<file path="src/hw/vrc_cfg.svh">
// Purpose: constants of the voice recorder condition command block
// Assumes: 10 MHz system clock, 4-bit host nibble bus
// Notes: every offset, field position, code and timing count lives here, except the gain field and gain codes decoded in the command block
`ifndef VRC_CFG_SVH
`define VRC_CFG_SVH

// command opcodes (first nibble)
`define VRC_OP_CAPTURE    4'h3
`define VRC_OP_PLAY       4'h2
`define VRC_OP_VOICE      4'h5
`define VRC_OP_RATE_MODE  4'h6
`define VRC_OP_PHRASE     4'h7
`define VRC_OP_HDR_WR     4'h8
`define VRC_OP_HDR_RD     4'h9
`define VRC_OP_BLK_WR     4'hA
`define VRC_OP_STORED_RD  4'hB
`define VRC_OP_LIVE_RD    4'hC
`define VRC_OP_FLAG_WR    4'hD
`define VRC_OP_GAIN       4'hE

// data nibble counts
`define VRC_NIB_SHORT     4'h1
`define VRC_NIB_BYTE      4'h2
`define VRC_NIB_HDR       4'hA

// field positions inside a data nibble
`define VRC_RATE_LSB      0
`define VRC_MODE_LSB      2
`define VRC_FLAG_OPT_BIT  0
`define VRC_FLAG_RSEL_BIT 1

// condition values
`define VRC_RATE_BAD      2'h3
`define VRC_MODE_REC      2'h0
`define VRC_MODE_ROM      2'h1
`define VRC_PHRASE_ZERO   8'h00
`define VRC_PHRASE_RAM_MAX 8'h3F
`define VRC_BLOCK_FIRST   8'h01
`define VRC_BLOCKS_TOTAL  256
`define VRC_VOICE_OFF     4'h0

// timing
`define VRC_CLK_HZ        10000000
`define VRC_T_CMD_NS      16000
`define VRC_T_RDCMD_NS    270000
`define VRC_T_DATA_NS     50000
`define VRC_T_RESET_NS    1000000
`define VRC_CYC(ns) (((ns) * (`VRC_CLK_HZ / 1000000) + 999) / 1000)

`endif

</file>
<file path="src/hw/vrc_pkg.sv">
// Purpose: types of the voice recorder condition command block
// Assumes: nothing beyond SystemVerilog packages
// Notes: constants live in vrc_cfg.svh
package vrc_pkg;

	typedef enum logic [1:0] {
		ST_IDLE    = 2'b00,
		ST_COLLECT = 2'b01,
		ST_FETCH   = 2'b10,
		ST_READOUT = 2'b11
	} vrc_state_t;

	typedef enum logic [1:0] {
		GAIN_0DB   = 2'b00,
		GAIN_HALF  = 2'b01,
		GAIN_QUART = 2'b10
	} vrc_gain_t;

endpackage

</file>
<file path="src/hw/vrc_cmd.sv">
// Purpose: command interpreter for record/playback conditions
// Assumes: host nibble bus pins asynchronous to clk_sys_i
// Notes: recording data path supplies op_start/op_block/op_end pulses
`timescale 1ns/1ns
`include "vrc_cfg.svh"
module vrc_cmd #(
	parameter int PHRASES         = 64,
	parameter int RESET_BUSY_CYC  = `VRC_CYC(`VRC_T_RESET_NS)
) (
	input  wire logic              clk_sys_i,
	input  wire logic              rst_i,
	input  wire logic              por_i,
	input  wire logic [3:0]        nib_i,
	output logic      [3:0]        nib_o,
	output logic                   nib_oe_o,
	input  wire logic              wr_n_i,
	input  wire logic              rd_n_i,
	input  wire logic              ce_n_i,
	output logic                   busy_o,
	input  wire logic              op_start_i,
	input  wire logic              op_block_i,
	input  wire logic              op_end_i,
	input  wire logic [7:0]        amp_i,
	input  wire logic              sample_valid_i,
	output logic                   store_en_o,
	output logic                   active_op_flag_o,
	output logic                   voice_wait_o,
	output logic                   rec_mode_o,
	output logic      [1:0]        cmd_mode_o,
	output logic      [1:0]        rate_o,
	output logic      [7:0]        phrase_o,
	output logic                   phrase_ok_o,
	output logic      [7:0]        block_value_o,
	output logic      [7:0]        block_count_o,
	output logic                   output_option_flag_o,
	output logic                   read_select_flag_o,
	output vrc_pkg::vrc_gain_t     gain_o,
	output logic      [3:0]        voice_level_o
);
	import vrc_pkg::*;

	localparam logic [13:0] BUSY_CMD   = 14'(`VRC_CYC(`VRC_T_CMD_NS));
	localparam logic [13:0] BUSY_RDCMD = 14'(`VRC_CYC(`VRC_T_RDCMD_NS));
	localparam logic [13:0] BUSY_DATA  = 14'(`VRC_CYC(`VRC_T_DATA_NS));
	localparam logic [13:0] BUSY_RST   = 14'(RESET_BUSY_CYC);

	if (PHRASES != 64 || RESET_BUSY_CYC < 1 || RESET_BUSY_CYC > 16383)
	begin : g_chk
		$error("vrc_cmd: unsupported PHRASES or RESET_BUSY_CYC");
	end

	// pin synchroniser {ce_n, rd_n, wr_n, nib}
	logic [6:0] s1_reg, s2_reg, s3_reg;
	always_ff @(posedge clk_sys_i) begin
		if (rst_i) begin
			s1_reg <= 7'h70;
			s2_reg <= 7'h70;
			s3_reg <= 7'h70;
		end else begin
			s1_reg <= {ce_n_i, rd_n_i, wr_n_i, nib_i};
			s2_reg <= s1_reg;
			s3_reg <= s2_reg;
		end
	end

	logic [3:0] nib_s;
	logic       wr_ev, rd_ev, rd_act;
	assign nib_s  = s2_reg[3:0];
	assign wr_ev  = !s2_reg[4] && s3_reg[4] && !s2_reg[6];
	assign rd_ev  = !s2_reg[5] && s3_reg[5] && !s2_reg[6];
	assign rd_act = !s2_reg[5] && !s2_reg[6];

	// command group state
	vrc_state_t  state_reg, state_next;
	logic [13:0] busy_reg, busy_next;
	logic [3:0]  cmd_reg, cmd_next;
	logic [3:0]  need_reg, need_next;
	logic [3:0]  cnt_reg, cnt_next;
	logic [39:0] col_reg, col_next;
	logic [39:0] sh_reg, sh_next;
	logic [3:0]  out_reg, out_next;
	logic [1:0]  mode_reg, mode_next;
	logic [1:0]  rate_reg, rate_next;
	logic [7:0]  phrase_reg, phrase_next;
	logic [7:0]  blk_reg, blk_next;
	logic        rec_reg, rec_next;
	logic        opt_reg, opt_next;
	logic        rsel_reg, rsel_next;
	logic [3:0]  voice_reg, voice_next;
	vrc_gain_t   gain_reg, gain_next;
	logic        mem_we;
	logic [39:0] mem_rdata;
	// op group state
	logic        act_reg, act_next;
	logic        trig_reg, trig_next;
	logic [7:0]  bcnt_reg, bcnt_next;

	// block value and counter must address exactly the 256 RAM blocks
	if ((1 << $bits(blk_reg)) != `VRC_BLOCKS_TOTAL ||
		(1 << $bits(bcnt_reg)) != `VRC_BLOCKS_TOTAL) begin : g_blk_chk
		$error("vrc_cmd: block fields do not span the RAM blocks");
	end

	logic        idle_ok;
	assign idle_ok = (busy_reg == 14'h0000);

	// only the first reset edge judges whether a command was running;
	// later edges of a long pulse see the reset busy count instead
	logic        rst_seen_reg;
	always_ff @(posedge clk_sys_i) begin
		rst_seen_reg <= rst_i;
	end

	always_comb begin
		logic [3:0] d;
		d          = nib_s;
		state_next = state_reg;
		busy_next  = idle_ok ? busy_reg : busy_reg - 14'h0001;
		cmd_next   = cmd_reg;
		need_next  = need_reg;
		cnt_next   = cnt_reg;
		col_next   = col_reg;
		sh_next    = sh_reg;
		out_next   = out_reg;
		mode_next  = mode_reg;
		rate_next  = rate_reg;
		phrase_next = phrase_reg;
		blk_next   = blk_reg;
		rec_next   = rec_reg;
		opt_next   = opt_reg;
		rsel_next  = rsel_reg;
		voice_next = voice_reg;
		gain_next  = gain_reg;
		mem_we     = 1'b0;
		case (state_reg)
		ST_IDLE: begin
			if (rd_ev) begin
				out_next = {1'b1, voice_wait_o, act_reg, !idle_ok};
			end
			if (wr_ev && idle_ok) begin
				cmd_next  = nib_s;
				cnt_next  = 4'h0;
				col_next  = 40'h0;
				busy_next = BUSY_CMD;
				case (nib_s)
				`VRC_OP_RATE_MODE, `VRC_OP_FLAG_WR,
				`VRC_OP_VOICE, `VRC_OP_GAIN: begin
					need_next  = `VRC_NIB_SHORT;
					state_next = ST_COLLECT;
				end
				`VRC_OP_PHRASE, `VRC_OP_BLK_WR: begin
					need_next  = `VRC_NIB_BYTE;
					state_next = ST_COLLECT;
				end
				`VRC_OP_HDR_WR: begin
					if (mode_reg[1]) begin
						need_next  = `VRC_NIB_HDR;
						busy_next  = BUSY_RDCMD;
						state_next = ST_COLLECT;
					end
				end
				`VRC_OP_HDR_RD: begin
					if (mode_reg[1]) begin
						need_next  = `VRC_NIB_HDR;
						busy_next  = BUSY_RDCMD;
						state_next = ST_FETCH;
					end
				end
				`VRC_OP_STORED_RD: begin
					need_next  = `VRC_NIB_BYTE;
					busy_next  = BUSY_RDCMD;
					state_next = ST_FETCH;
				end
				`VRC_OP_LIVE_RD: begin
					need_next  = `VRC_NIB_BYTE;
					busy_next  = BUSY_RDCMD;
					sh_next    = {32'h0, bcnt_reg};
					state_next = ST_READOUT;
				end
				`VRC_OP_CAPTURE: rec_next = 1'b1;
				`VRC_OP_PLAY:    rec_next = 1'b0;
				default: ;
				endcase
			end
		end
		ST_COLLECT: begin
			if (wr_ev && idle_ok) begin
				col_next  = col_next_peek(col_reg, nib_s);
				cnt_next  = cnt_reg + 4'h1;
				busy_next = (cmd_reg == `VRC_OP_HDR_WR) ? BUSY_DATA
					: BUSY_CMD;
				if (cnt_reg + 4'h1 == need_reg) begin
					state_next = ST_IDLE;
					case (cmd_reg)
					`VRC_OP_RATE_MODE: begin
						if (d[`VRC_RATE_LSB+:2] != `VRC_RATE_BAD)
						begin
							rate_next = d[`VRC_RATE_LSB+:2];
							mode_next = d[`VRC_MODE_LSB+:2];
						end
					end
					`VRC_OP_FLAG_WR: begin
						opt_next  = d[`VRC_FLAG_OPT_BIT];
						rsel_next = d[`VRC_FLAG_RSEL_BIT];
					end
					`VRC_OP_VOICE: voice_next = d;
					`VRC_OP_GAIN: begin
						case (d[1:0])
						2'b10:   gain_next = GAIN_HALF;
						2'b11:   gain_next = GAIN_QUART;
						default: gain_next = GAIN_0DB;
						endcase
					end
					`VRC_OP_PHRASE: phrase_next = col_next[39:32];
					`VRC_OP_BLK_WR: blk_next = col_next[39:32];
					`VRC_OP_HDR_WR: mem_we = 1'b1;
					default: ;
					endcase
				end
			end
		end
		ST_FETCH: begin
			// header of the selected phrase; a stored read keeps only its low byte
			sh_next = (cmd_reg == `VRC_OP_HDR_RD) ? mem_rdata
				: {32'h0, mem_rdata[7:0]};
			state_next = ST_READOUT;
		end
		ST_READOUT: begin
			if (rd_ev && idle_ok) begin
				out_next  = sh_reg[3:0];
				sh_next   = {4'h0, sh_reg[39:4]};
				cnt_next  = cnt_reg + 4'h1;
				busy_next = BUSY_DATA;
				if (cnt_reg + 4'h1 == need_reg) begin
					state_next = ST_IDLE;
				end
			end
		end
		default: state_next = ST_IDLE;
		endcase
	end

	function automatic logic [39:0] col_next_peek(input logic [39:0] c,
		input logic [3:0] n);
		return {n, c[39:4]};
	endfunction

	always_ff @(posedge clk_sys_i) begin
		if (rst_i) begin
			state_reg <= ST_IDLE;
			busy_reg  <= BUSY_RST;
			cmd_reg   <= 4'h0;
			need_reg  <= 4'h0;
			cnt_reg   <= 4'h0;
			col_reg   <= 40'h0;
			sh_reg    <= 40'h0;
			out_reg   <= 4'h0;
			opt_reg   <= 1'b0;
			rsel_reg  <= 1'b0;
			voice_reg <= `VRC_VOICE_OFF;
			gain_reg  <= GAIN_0DB;
			// mode, rate, phrase, block and rec survive a reset taken while idle, unless por_i is high; flags, gain, voice clear
			if (por_i || (!rst_seen_reg &&
				(state_reg != ST_IDLE || !idle_ok))) begin
				mode_reg   <= `VRC_MODE_REC;
				rate_reg   <= 2'h0;
				phrase_reg <= `VRC_PHRASE_ZERO;
				blk_reg    <= 8'h00;
				rec_reg    <= 1'b0;
			end
		end else begin
			state_reg  <= state_next;
			busy_reg   <= busy_next;
			cmd_reg    <= cmd_next;
			need_reg   <= need_next;
			cnt_reg    <= cnt_next;
			col_reg    <= col_next;
			sh_reg     <= sh_next;
			out_reg    <= out_next;
			mode_reg   <= mode_next;
			rate_reg   <= rate_next;
			phrase_reg <= phrase_next;
			blk_reg    <= blk_next;
			rec_reg    <= rec_next;
			opt_reg    <= opt_next;
			rsel_reg   <= rsel_next;
			voice_reg  <= voice_next;
			gain_reg   <= gain_next;
		end
	end

	vrc_hdr_mem #(.W(40), .DEPTH(PHRASES), .AW(6)) u_hdr (
		.clk_sys_i (clk_sys_i),
		.rst_i     (rst_i),
		.we_i      (mem_we),
		.waddr_i   (phrase_reg[5:0]),
		.wdata_i   (col_next),
		.raddr_i   (phrase_reg[5:0]),
		.rdata_o   (mem_rdata)
	);

	// operation tracking: active flag, block counter, voice trigger
	logic [7:0] thr;
	logic       loud;
	assign thr  = {voice_reg, 4'h0};
	assign loud = sample_valid_i && (amp_i > thr);

	always_comb begin
		act_next  = act_reg;
		trig_next = trig_reg;
		bcnt_next = bcnt_reg;
		if (op_start_i) begin
			act_next  = 1'b1;
			trig_next = 1'b0;
			bcnt_next = `VRC_BLOCK_FIRST;
		end else if (act_reg) begin
			if (op_block_i) begin
				bcnt_next = bcnt_reg + 8'h01;
			end
			if (rec_reg && loud) begin
				trig_next = 1'b1;
			end
			if (op_end_i) begin
				act_next = 1'b0;
			end
		end
	end

	always_ff @(posedge clk_sys_i) begin
		if (rst_i) begin
			act_reg  <= 1'b0;
			trig_reg <= 1'b0;
			bcnt_reg <= 8'h00;
		end else begin
			act_reg  <= act_next;
			trig_reg <= trig_next;
			bcnt_reg <= bcnt_next;
		end
	end

	assign voice_wait_o = act_reg && rec_reg &&
		voice_reg != `VRC_VOICE_OFF && !trig_reg;
	assign store_en_o = act_reg && rec_reg && sample_valid_i &&
		(!voice_wait_o || loud);

	always_comb begin
		case (mode_reg)
		`VRC_MODE_REC: phrase_ok_o = phrase_reg != `VRC_PHRASE_ZERO &&
			phrase_reg <= `VRC_PHRASE_RAM_MAX;
		`VRC_MODE_ROM: phrase_ok_o = phrase_reg != `VRC_PHRASE_ZERO;
		default:       phrase_ok_o = phrase_reg <= `VRC_PHRASE_RAM_MAX;
		endcase
	end

	assign nib_o                = out_reg;
	assign nib_oe_o             = rd_act;
	assign busy_o               = !idle_ok || state_reg == ST_FETCH;
	assign active_op_flag_o     = act_reg;
	assign rec_mode_o           = rec_reg;
	assign cmd_mode_o           = mode_reg;
	assign rate_o               = rate_reg;
	assign phrase_o             = phrase_reg;
	assign block_value_o        = blk_reg;
	assign block_count_o        = bcnt_reg;
	assign output_option_flag_o = opt_reg;
	assign read_select_flag_o   = rsel_reg;
	assign gain_o               = gain_reg;
	assign voice_level_o        = voice_reg;
endmodule // vrc_cmd

</file>
<file path="src/hw/vrc_hdr_mem.sv">
// Purpose: per-phrase 40-bit header store
// Assumes: one write and one read port on the system clock
// Notes: contents are never cleared by reset
`timescale 1ns/1ns
module vrc_hdr_mem #(
	parameter int W     = 40,
	parameter int DEPTH = 64,
	parameter int AW    = 6
) (
	input  wire logic          clk_sys_i,
	input  wire logic          rst_i,
	input  wire logic          we_i,
	input  wire logic [AW-1:0] waddr_i,
	input  wire logic [W-1:0]  wdata_i,
	input  wire logic [AW-1:0] raddr_i,
	output logic      [W-1:0]  rdata_o
);
	logic [W-1:0] mem [DEPTH];
	logic [W-1:0] rdata_reg;

	if (DEPTH > (1 << AW)) begin : g_chk
		$error("vrc_hdr_mem: DEPTH exceeds address range");
	end

	always_ff @(posedge clk_sys_i) begin
		if (we_i) begin
			mem[waddr_i] <= wdata_i;
		end
	end

	always_ff @(posedge clk_sys_i) begin
		if (rst_i) begin
			rdata_reg <= '0;
		end else begin
			rdata_reg <= mem[raddr_i];
		end
	end

	assign rdata_o = rdata_reg;
endmodule // vrc_hdr_mem

</file>
<file path="config.mk">
export PLATFORM = sky130hd
export DESIGN_NAME = vrc_cmd
export DESIGN_NICKNAME = d
export VERILOG_FILES = /design/src/hw/vrc_pkg.sv /design/src/hw/vrc_cmd.sv /design/src/hw/vrc_hdr_mem.sv
export VERILOG_INCLUDE_DIRS = /design/src /design/src/hw
export SDC_FILE = /design/constraint.sdc
export NUM_CORES = 2
export LEC_CHECK = 0
export BUFFER_PORTS_ARGS = -buffer_cell sky130_fd_sc_hd__buf_2
export CAP_MARGIN = 5
export CORE_UTILIZATION = 44
export DETAILED_ROUTE_END_ITERATION = 7
export PLACE_DENSITY_LB_ADDON = 0.1
export SLEW_MARGIN = 20
export SYNTH_ARGS = -nofsm -noshare
export SYNTH_HDL_FRONTEND = slang
export SYNTH_SLANG_ARGS = --single-unit
</file>
<file path="constraint.sdc">
create_clock -name clk_sys_i -period 4.5 [get_ports clk_sys_i]
set_clock_uncertainty 0.05 [all_clocks]
set_input_delay 0.225 -clock clk_sys_i [delete_from_list [all_inputs] [get_ports clk_sys_i]]
set_output_delay 0.225 -clock clk_sys_i [all_outputs]
set_load 0.01 [all_outputs]
</file>
* After elaboration in Yosys (flattened, before gate mapping)
Memories as Yosys holds them, arrays and structs flattened. A register that Yosys moved wholly into a read port is not among the register bits.
Index checks and enable logic that the tools add are counted.
** Cells by class
- Add/subtract/negate cells :: 3
- Order comparisons :: 2
- Eq/ne operators :: 38
- Mux-type cells :: 76
- Reductions and logical operators :: 70
** Operators by type and width (count)
- $mux 40 :: 6
- $pmux 40 s3 :: 1
- $mux 8 :: 11
- $pmux 40 s2 :: 1
- $mux 14 :: 4
- $eq 4x4->1 const B :: 12
- $pmux 14 s3 :: 1
- $mux 2 :: 19
- $reduce_and 4->1 :: 7
- $eq 4x3->1 const B :: 6
- $mux 4 :: 6
- $pmux 12 s2 :: 1
- $pmux 4 s3 :: 2
- $reduce_bool 2->1 :: 12
- $logic_and 1x1->1 :: 16
- $mux 1 :: 16
- $logic_not 14->1 :: 1
- $sub 14x1->14 const B :: 1
- $mux 12 :: 1
- $reduce_and 6->1 :: 2
- $reduce_bool 3->1 :: 4
- $ne 2x2->1 const B :: 5
- $pmux 2 s5 :: 1
- $reduce_and 5->1 :: 2
- 26 further kinds :: 51
** Storage, ports and cells
- Register bits :: 172
- Bits in writable memories :: 2560
- Input port bits :: 22
- Output and inout bits :: 47
- Memories :: 1
** Memory list
- u_hdr.mem :: words 64, bits a word 40, read ports 1, clocked after memory_dff 1, wr ports 1, line vrc_hdr_mem.sv:18 : logic [W-1:0] mem [DEPTH];

* Longest topological paths before layout
- Depth after elaboration :: 8
- Gate-level depth with buffers :: 12

* By module
Synthesis repeated with hierarchy kept, for this count alone.
** Second synthesis, totals
- Cell total of the unflattened synthesis :: 5023
- Area total of the unflattened synthesis :: 106254.4 um^2
** Modules (own cells, without submodules)
- vrc_hdr_mem :: instances 1, cells an instance 4248, area each 98909.9 um^2, seq. area each 77674.5 um^2
- vrc_cmd :: instances 1, cells an instance 775, area each 7344.5 um^2, seq. area each 3553.4 um^2

* Least setup slack after synthesis
No wires, ideal clock.
- Path type :: register to register
- Start :: register cnt_reg[0]
- End :: memory u_hdr.mem[28][0], enable pin
- Library setup time :: 0.438 ns
- Data arrival time :: 3.623 ns
- Slack :: 0.390 ns
- Stages on the path, launching flop included :: 8
- Buffers on the path :: 1
- Cells stage by stage :: dfxtp_1 -> ha_1 -> xor2_1 -> nor4_1 -> and2_1 -> buf_4 -> nand2_1 -> nor2_1
** Between the ends
- Longest elaborated chain between the ends :: 7
** RTL lines
- start, declared :: line vrc_cmd.sv:78 : logic [3:0] cnt_reg, cnt_next;
- start signal, assigned :: line vrc_cmd.sv:276 : cnt_reg <= cnt_next;
- $add 4x1->4 :: line vrc_cmd.sv:192 : if (cnt_reg + 4'h1 == need_reg) begin
- $eq 4x4->1 :: line vrc_cmd.sv:192
- $mux 1 :: line vrc_cmd.sv:192
- $mux 1 :: line vrc_cmd.sv:187 : if (wr_ev && idle_ok) begin
- $mux 1 :: line vrc_cmd.sv:135 : case (state_reg)
- $mux 1 :: line vrc_hdr_mem.sv:26 : if (we_i) begin
- $mux 1 (not written as such) :: line vrc_hdr_mem.sv:27 : mem[waddr_i] <= wdata_i;
- end, declared :: line vrc_hdr_mem.sv:18
Every way passes these cells.

==> metrics.md <==
| Metric | Value |
|---|---|
| Area growth, synth to finish | `16.1%` |
| Root Buffer Master | `clkbuf_16` |
| Top-area cell type share of the netlist area | `73.0%` |
| Highest clock rate | `243 MHz` |
| Nets | `6338` |
| Yosys cell types | `87` |
| Longest Clk Path Bufs | `4` |
| Post-route DRC | `1` |
| Reg2Reg Setup Slack | `0.38 ns` |
| Synth top area cells | `edfxtp_1 (73%), mux4_2 (4.6%), dfxtp_1 (3.5%)` |
| Pre-CTS WS | `0.627 ns` |
| DRT Pass-1 Iters | `8` |
| Worst-skew pair later-pin latency | `0.96 ns` |
| Worst vdd ir | `427 µV` |
| Routed Antenna Nets | `0` |
| Least-Margin Pin Slew | `1.13 ns` |
| Pin count of the biggest net entering global routing | `110` |
| DIE AREA | `243000 µm²` |
| Post-synth EDFFs | `2581` |
| Relative max-transition margin | `22.5%` |
| Largest register FFs | `2560` |
| Final Total Pwr | `0.0532 W` |
| Utilization after layout | `51.6%` |
| Seq/Total Area, Yosys | `76.5%` |
| Setup TNS | `0 ns` |
| Top FF cell, synth | `edfxtp_1` |
| Post-CTS Setup Bufs | `0` |
| Number of I/O port buffers | `68` |
| Final setup vio count | `0` |
| Post-DR vias/cell | `6.63` |
| Cell taking the most area after synthesis | `edfxtp_1` |
| Hold crit path type | `in -> reg` |
| Overall Global Routing Usage | `32.3%` |
| Largest Register | `u_hdr.mem` |
| H-tree levels | `5` |
| GRT Residual Overflow | `0` |
| Critical Path RT | `5.24 ns` |
| Io pins | `69` |
| Hold Vio Cnt, Final | `0` |
| Crit Path Max Fanout | `30` |
| DP HPWL | `229 mm` |
| Asr flop ratio synth | `0%` |
| Slew Limit Fails | `0` |
| Total Wirelength | `397 mm` |
| Post-route setup slack | `0.376 ns` |
| Syn Nets | `5933` |
| Area of the multi-input gates | `23400 µm²` |
| Vias in the first global route | `60700` |
| Sequential standard cell area | `81200 µm²` |
| Layout cells sized above 1 | `21.6%` |
| Number of synthesis warnings | `0` |
| Crit end category | `register` |
| Synth Instances | `5903` |
| Iteration-0 DRC Markers | `10400` |
| CTS tree | `built` |
| Routed WL per cell | `40.9 µm` |
| # fillers | `19300` |
| Clock-pin slew on the worst setup and hold paths | `0.06 ns` |
| Failing checks | `DRC` |
| RSZ-0062 raised after global routing | `no` |
| TritonCTS Buffers | `306` |
| Initial antenna violation count | `22` |
| Initial Util | `44.5%` |
| Die H | `493 µm` |
| LEAKAGE | `33.5 nW` |
| Chip Width | `493 µm` |
| Area of the core | `239000 µm²` |
| Critical Path Start Type | `register` |
| Status | `finished with violations` |
| CP arrival | `4.86 ns` |
| Crit path time final | `4.12 ns` |
| Mapped Avg Cell Area | `18.0 µm²` |
| Via Count | `64400` |
| Final period util | `91.6%` |
| Gpl congestion | `0.873` |
| Synthesis-stage register bit count | `2767` |
| Setup CP Type | `reg -> reg` |
| PD cells | `432 nW/µm²` |
| First-pass GRT wire length | `531 mm` |
| Max-cap violations | `0` |
| Min Hold Slack | `0.0644 ns` |
| Mapped Area | `106000 µm²` |
| Row Count | `179` |
| Clock Sinks | `2767` |
-- cell type report --
| class | instances | area share (%) |
|---|---|---|
| flip-flops and latches | 2767 | 65.9 |
| multi-input cells | 2713 | 19.0 |
| clock buffers | 392 | 6.65 |
| repair buffers | 503 | 4.12 |
| well taps | 3167 | 3.22 |
| clock inverters | 142 | 1.02 |
| inverters | 17 | 0.0640 |
| diodes | 7 | 0.0142 |
-- final timing paths --
check                   start           endpoint  cells after the start
setup / recovery  phrase_o[1]  u_hdr.rdata_o[28]                      8
hold / removal       nib_i[0]          s1_reg[0]                      3
setup reg to reg  phrase_o[1]  u_hdr.rdata_o[28]                      8
hold reg to reg     s1_reg[4]          s2_reg[4]                      1
-- report_power, final --
group	switching, W	internal [W]	total (W)	leakage [nW]
Combinational	0.000770	0.000352	0.00112	9.51
Sequential	0.0000750	0.0277	0.0278	19.3
Clock	0.0101	0.0141	0.0242	4.63
Total	0.0110	0.0422	0.0532	33.5
-- per-layer routing --
metal | routed length [µm] | share of wire (%) | GRT usage [%]
met1 | 155000 | 39 | 45.0
met3 | 45600 | 11 | 7.42
met5 | 41 | 0.010 | 0
met4 | 16500 | 4.2 | 12.3
met2 | 180000 | 45 | 49.4
-- synthesized netlist by cell type, drive strengths merged, types with 15 or more instances --
master and n:
edfxtp 2581, mux2i 324, buf 268, nor2 264, a221oi 244, mux4 220
a21oi 206, nand2 188, dfxtp 186, a22oi 173, o21ai 170, mux2 153
clkbuf 138, o22ai 116, a22o 91, nor3 65, and2 51, a31oi 50
nand3 40, a221o 38, nor2b 27, a41oi 22, a211oi 21, o2bb2ai 18
o22a 17, inv 16, a222oi 15, or2 15
-- metrics by stage --
stage / cells / area [µm²]
CTS: 9701 / 123000
finish: 9708 / 123000
global route: 9702 / 123000
global placement: 9138 / 113000
floorplan: 5903 / 106000
detailed placement: 9138 / 113000
-- critical path: stages (launching register included) --
cell      delay [ns]
edfxtp_1        0.76
buf_12          0.36
or2_2           0.56
buf_4           0.35
o22ai_1         0.13
o21ai_0         0.47
o21ai_0         0.18
nor4_1          0.82
a41oi_1         0.21
-- cells in the final DEF (no fill, tap or decap), types with 23 or more instances in the layout --
cell type	netlist	routed
a221oi_1	244	244
o22ai_1	116	115
bufinv_16	0	23
and2_1	51	48
mux2_2	152	152
mux4_2	216	216
dlygate4sd3_1	0	29
a22o_1	91	51
nor2_4	0	72
nor2_1	262	188
a22o_2	0	40
nand2_1	188	188
nand3_1	40	39
buf_4	72	295
o21ai_0	170	170
edfxtp_1	2581	2581
clkinv_1	1	63
buf_2	148	67
a22oi_1	173	173
buf_12	1	111
clkbuf_16	0	313
a21oi_1	206	206
a31oi_1	50	50
dfxtp_1	186	186
clkinv_2	0	44
nor3_1	60	59
mux2i_1	324	324
a221o_1	38	38
clkbuf_1	137	72
-- cell families after synthesis --
| group | after synthesis | share of synthesized area (%) |
|---|---|---|
| multiplexers | 697 | 9.36 |
| adder cells (fa/ha/maj) | 8 | 0.0943 |
| AND/OR/NAND/NOR | 736 | 3.31 |
| XOR/XNOR | 19 | 0.157 |
| flip-flops | 2767 | 76.5 |
| AO/OA/AOI/OAI | 1253 | 8.44 |
| buffers and inverters | 423 | 2.10 |
-- what timing repair did --
| item | in CTS | in global routing |
|---|---|---|
| endpoints found under the hold margin | 85 | 0 |
| resized for setup | 0 | 0 |
| hold buffers | 29 | 0 |
No activity file was read; power rests on OpenSTA's default activity.
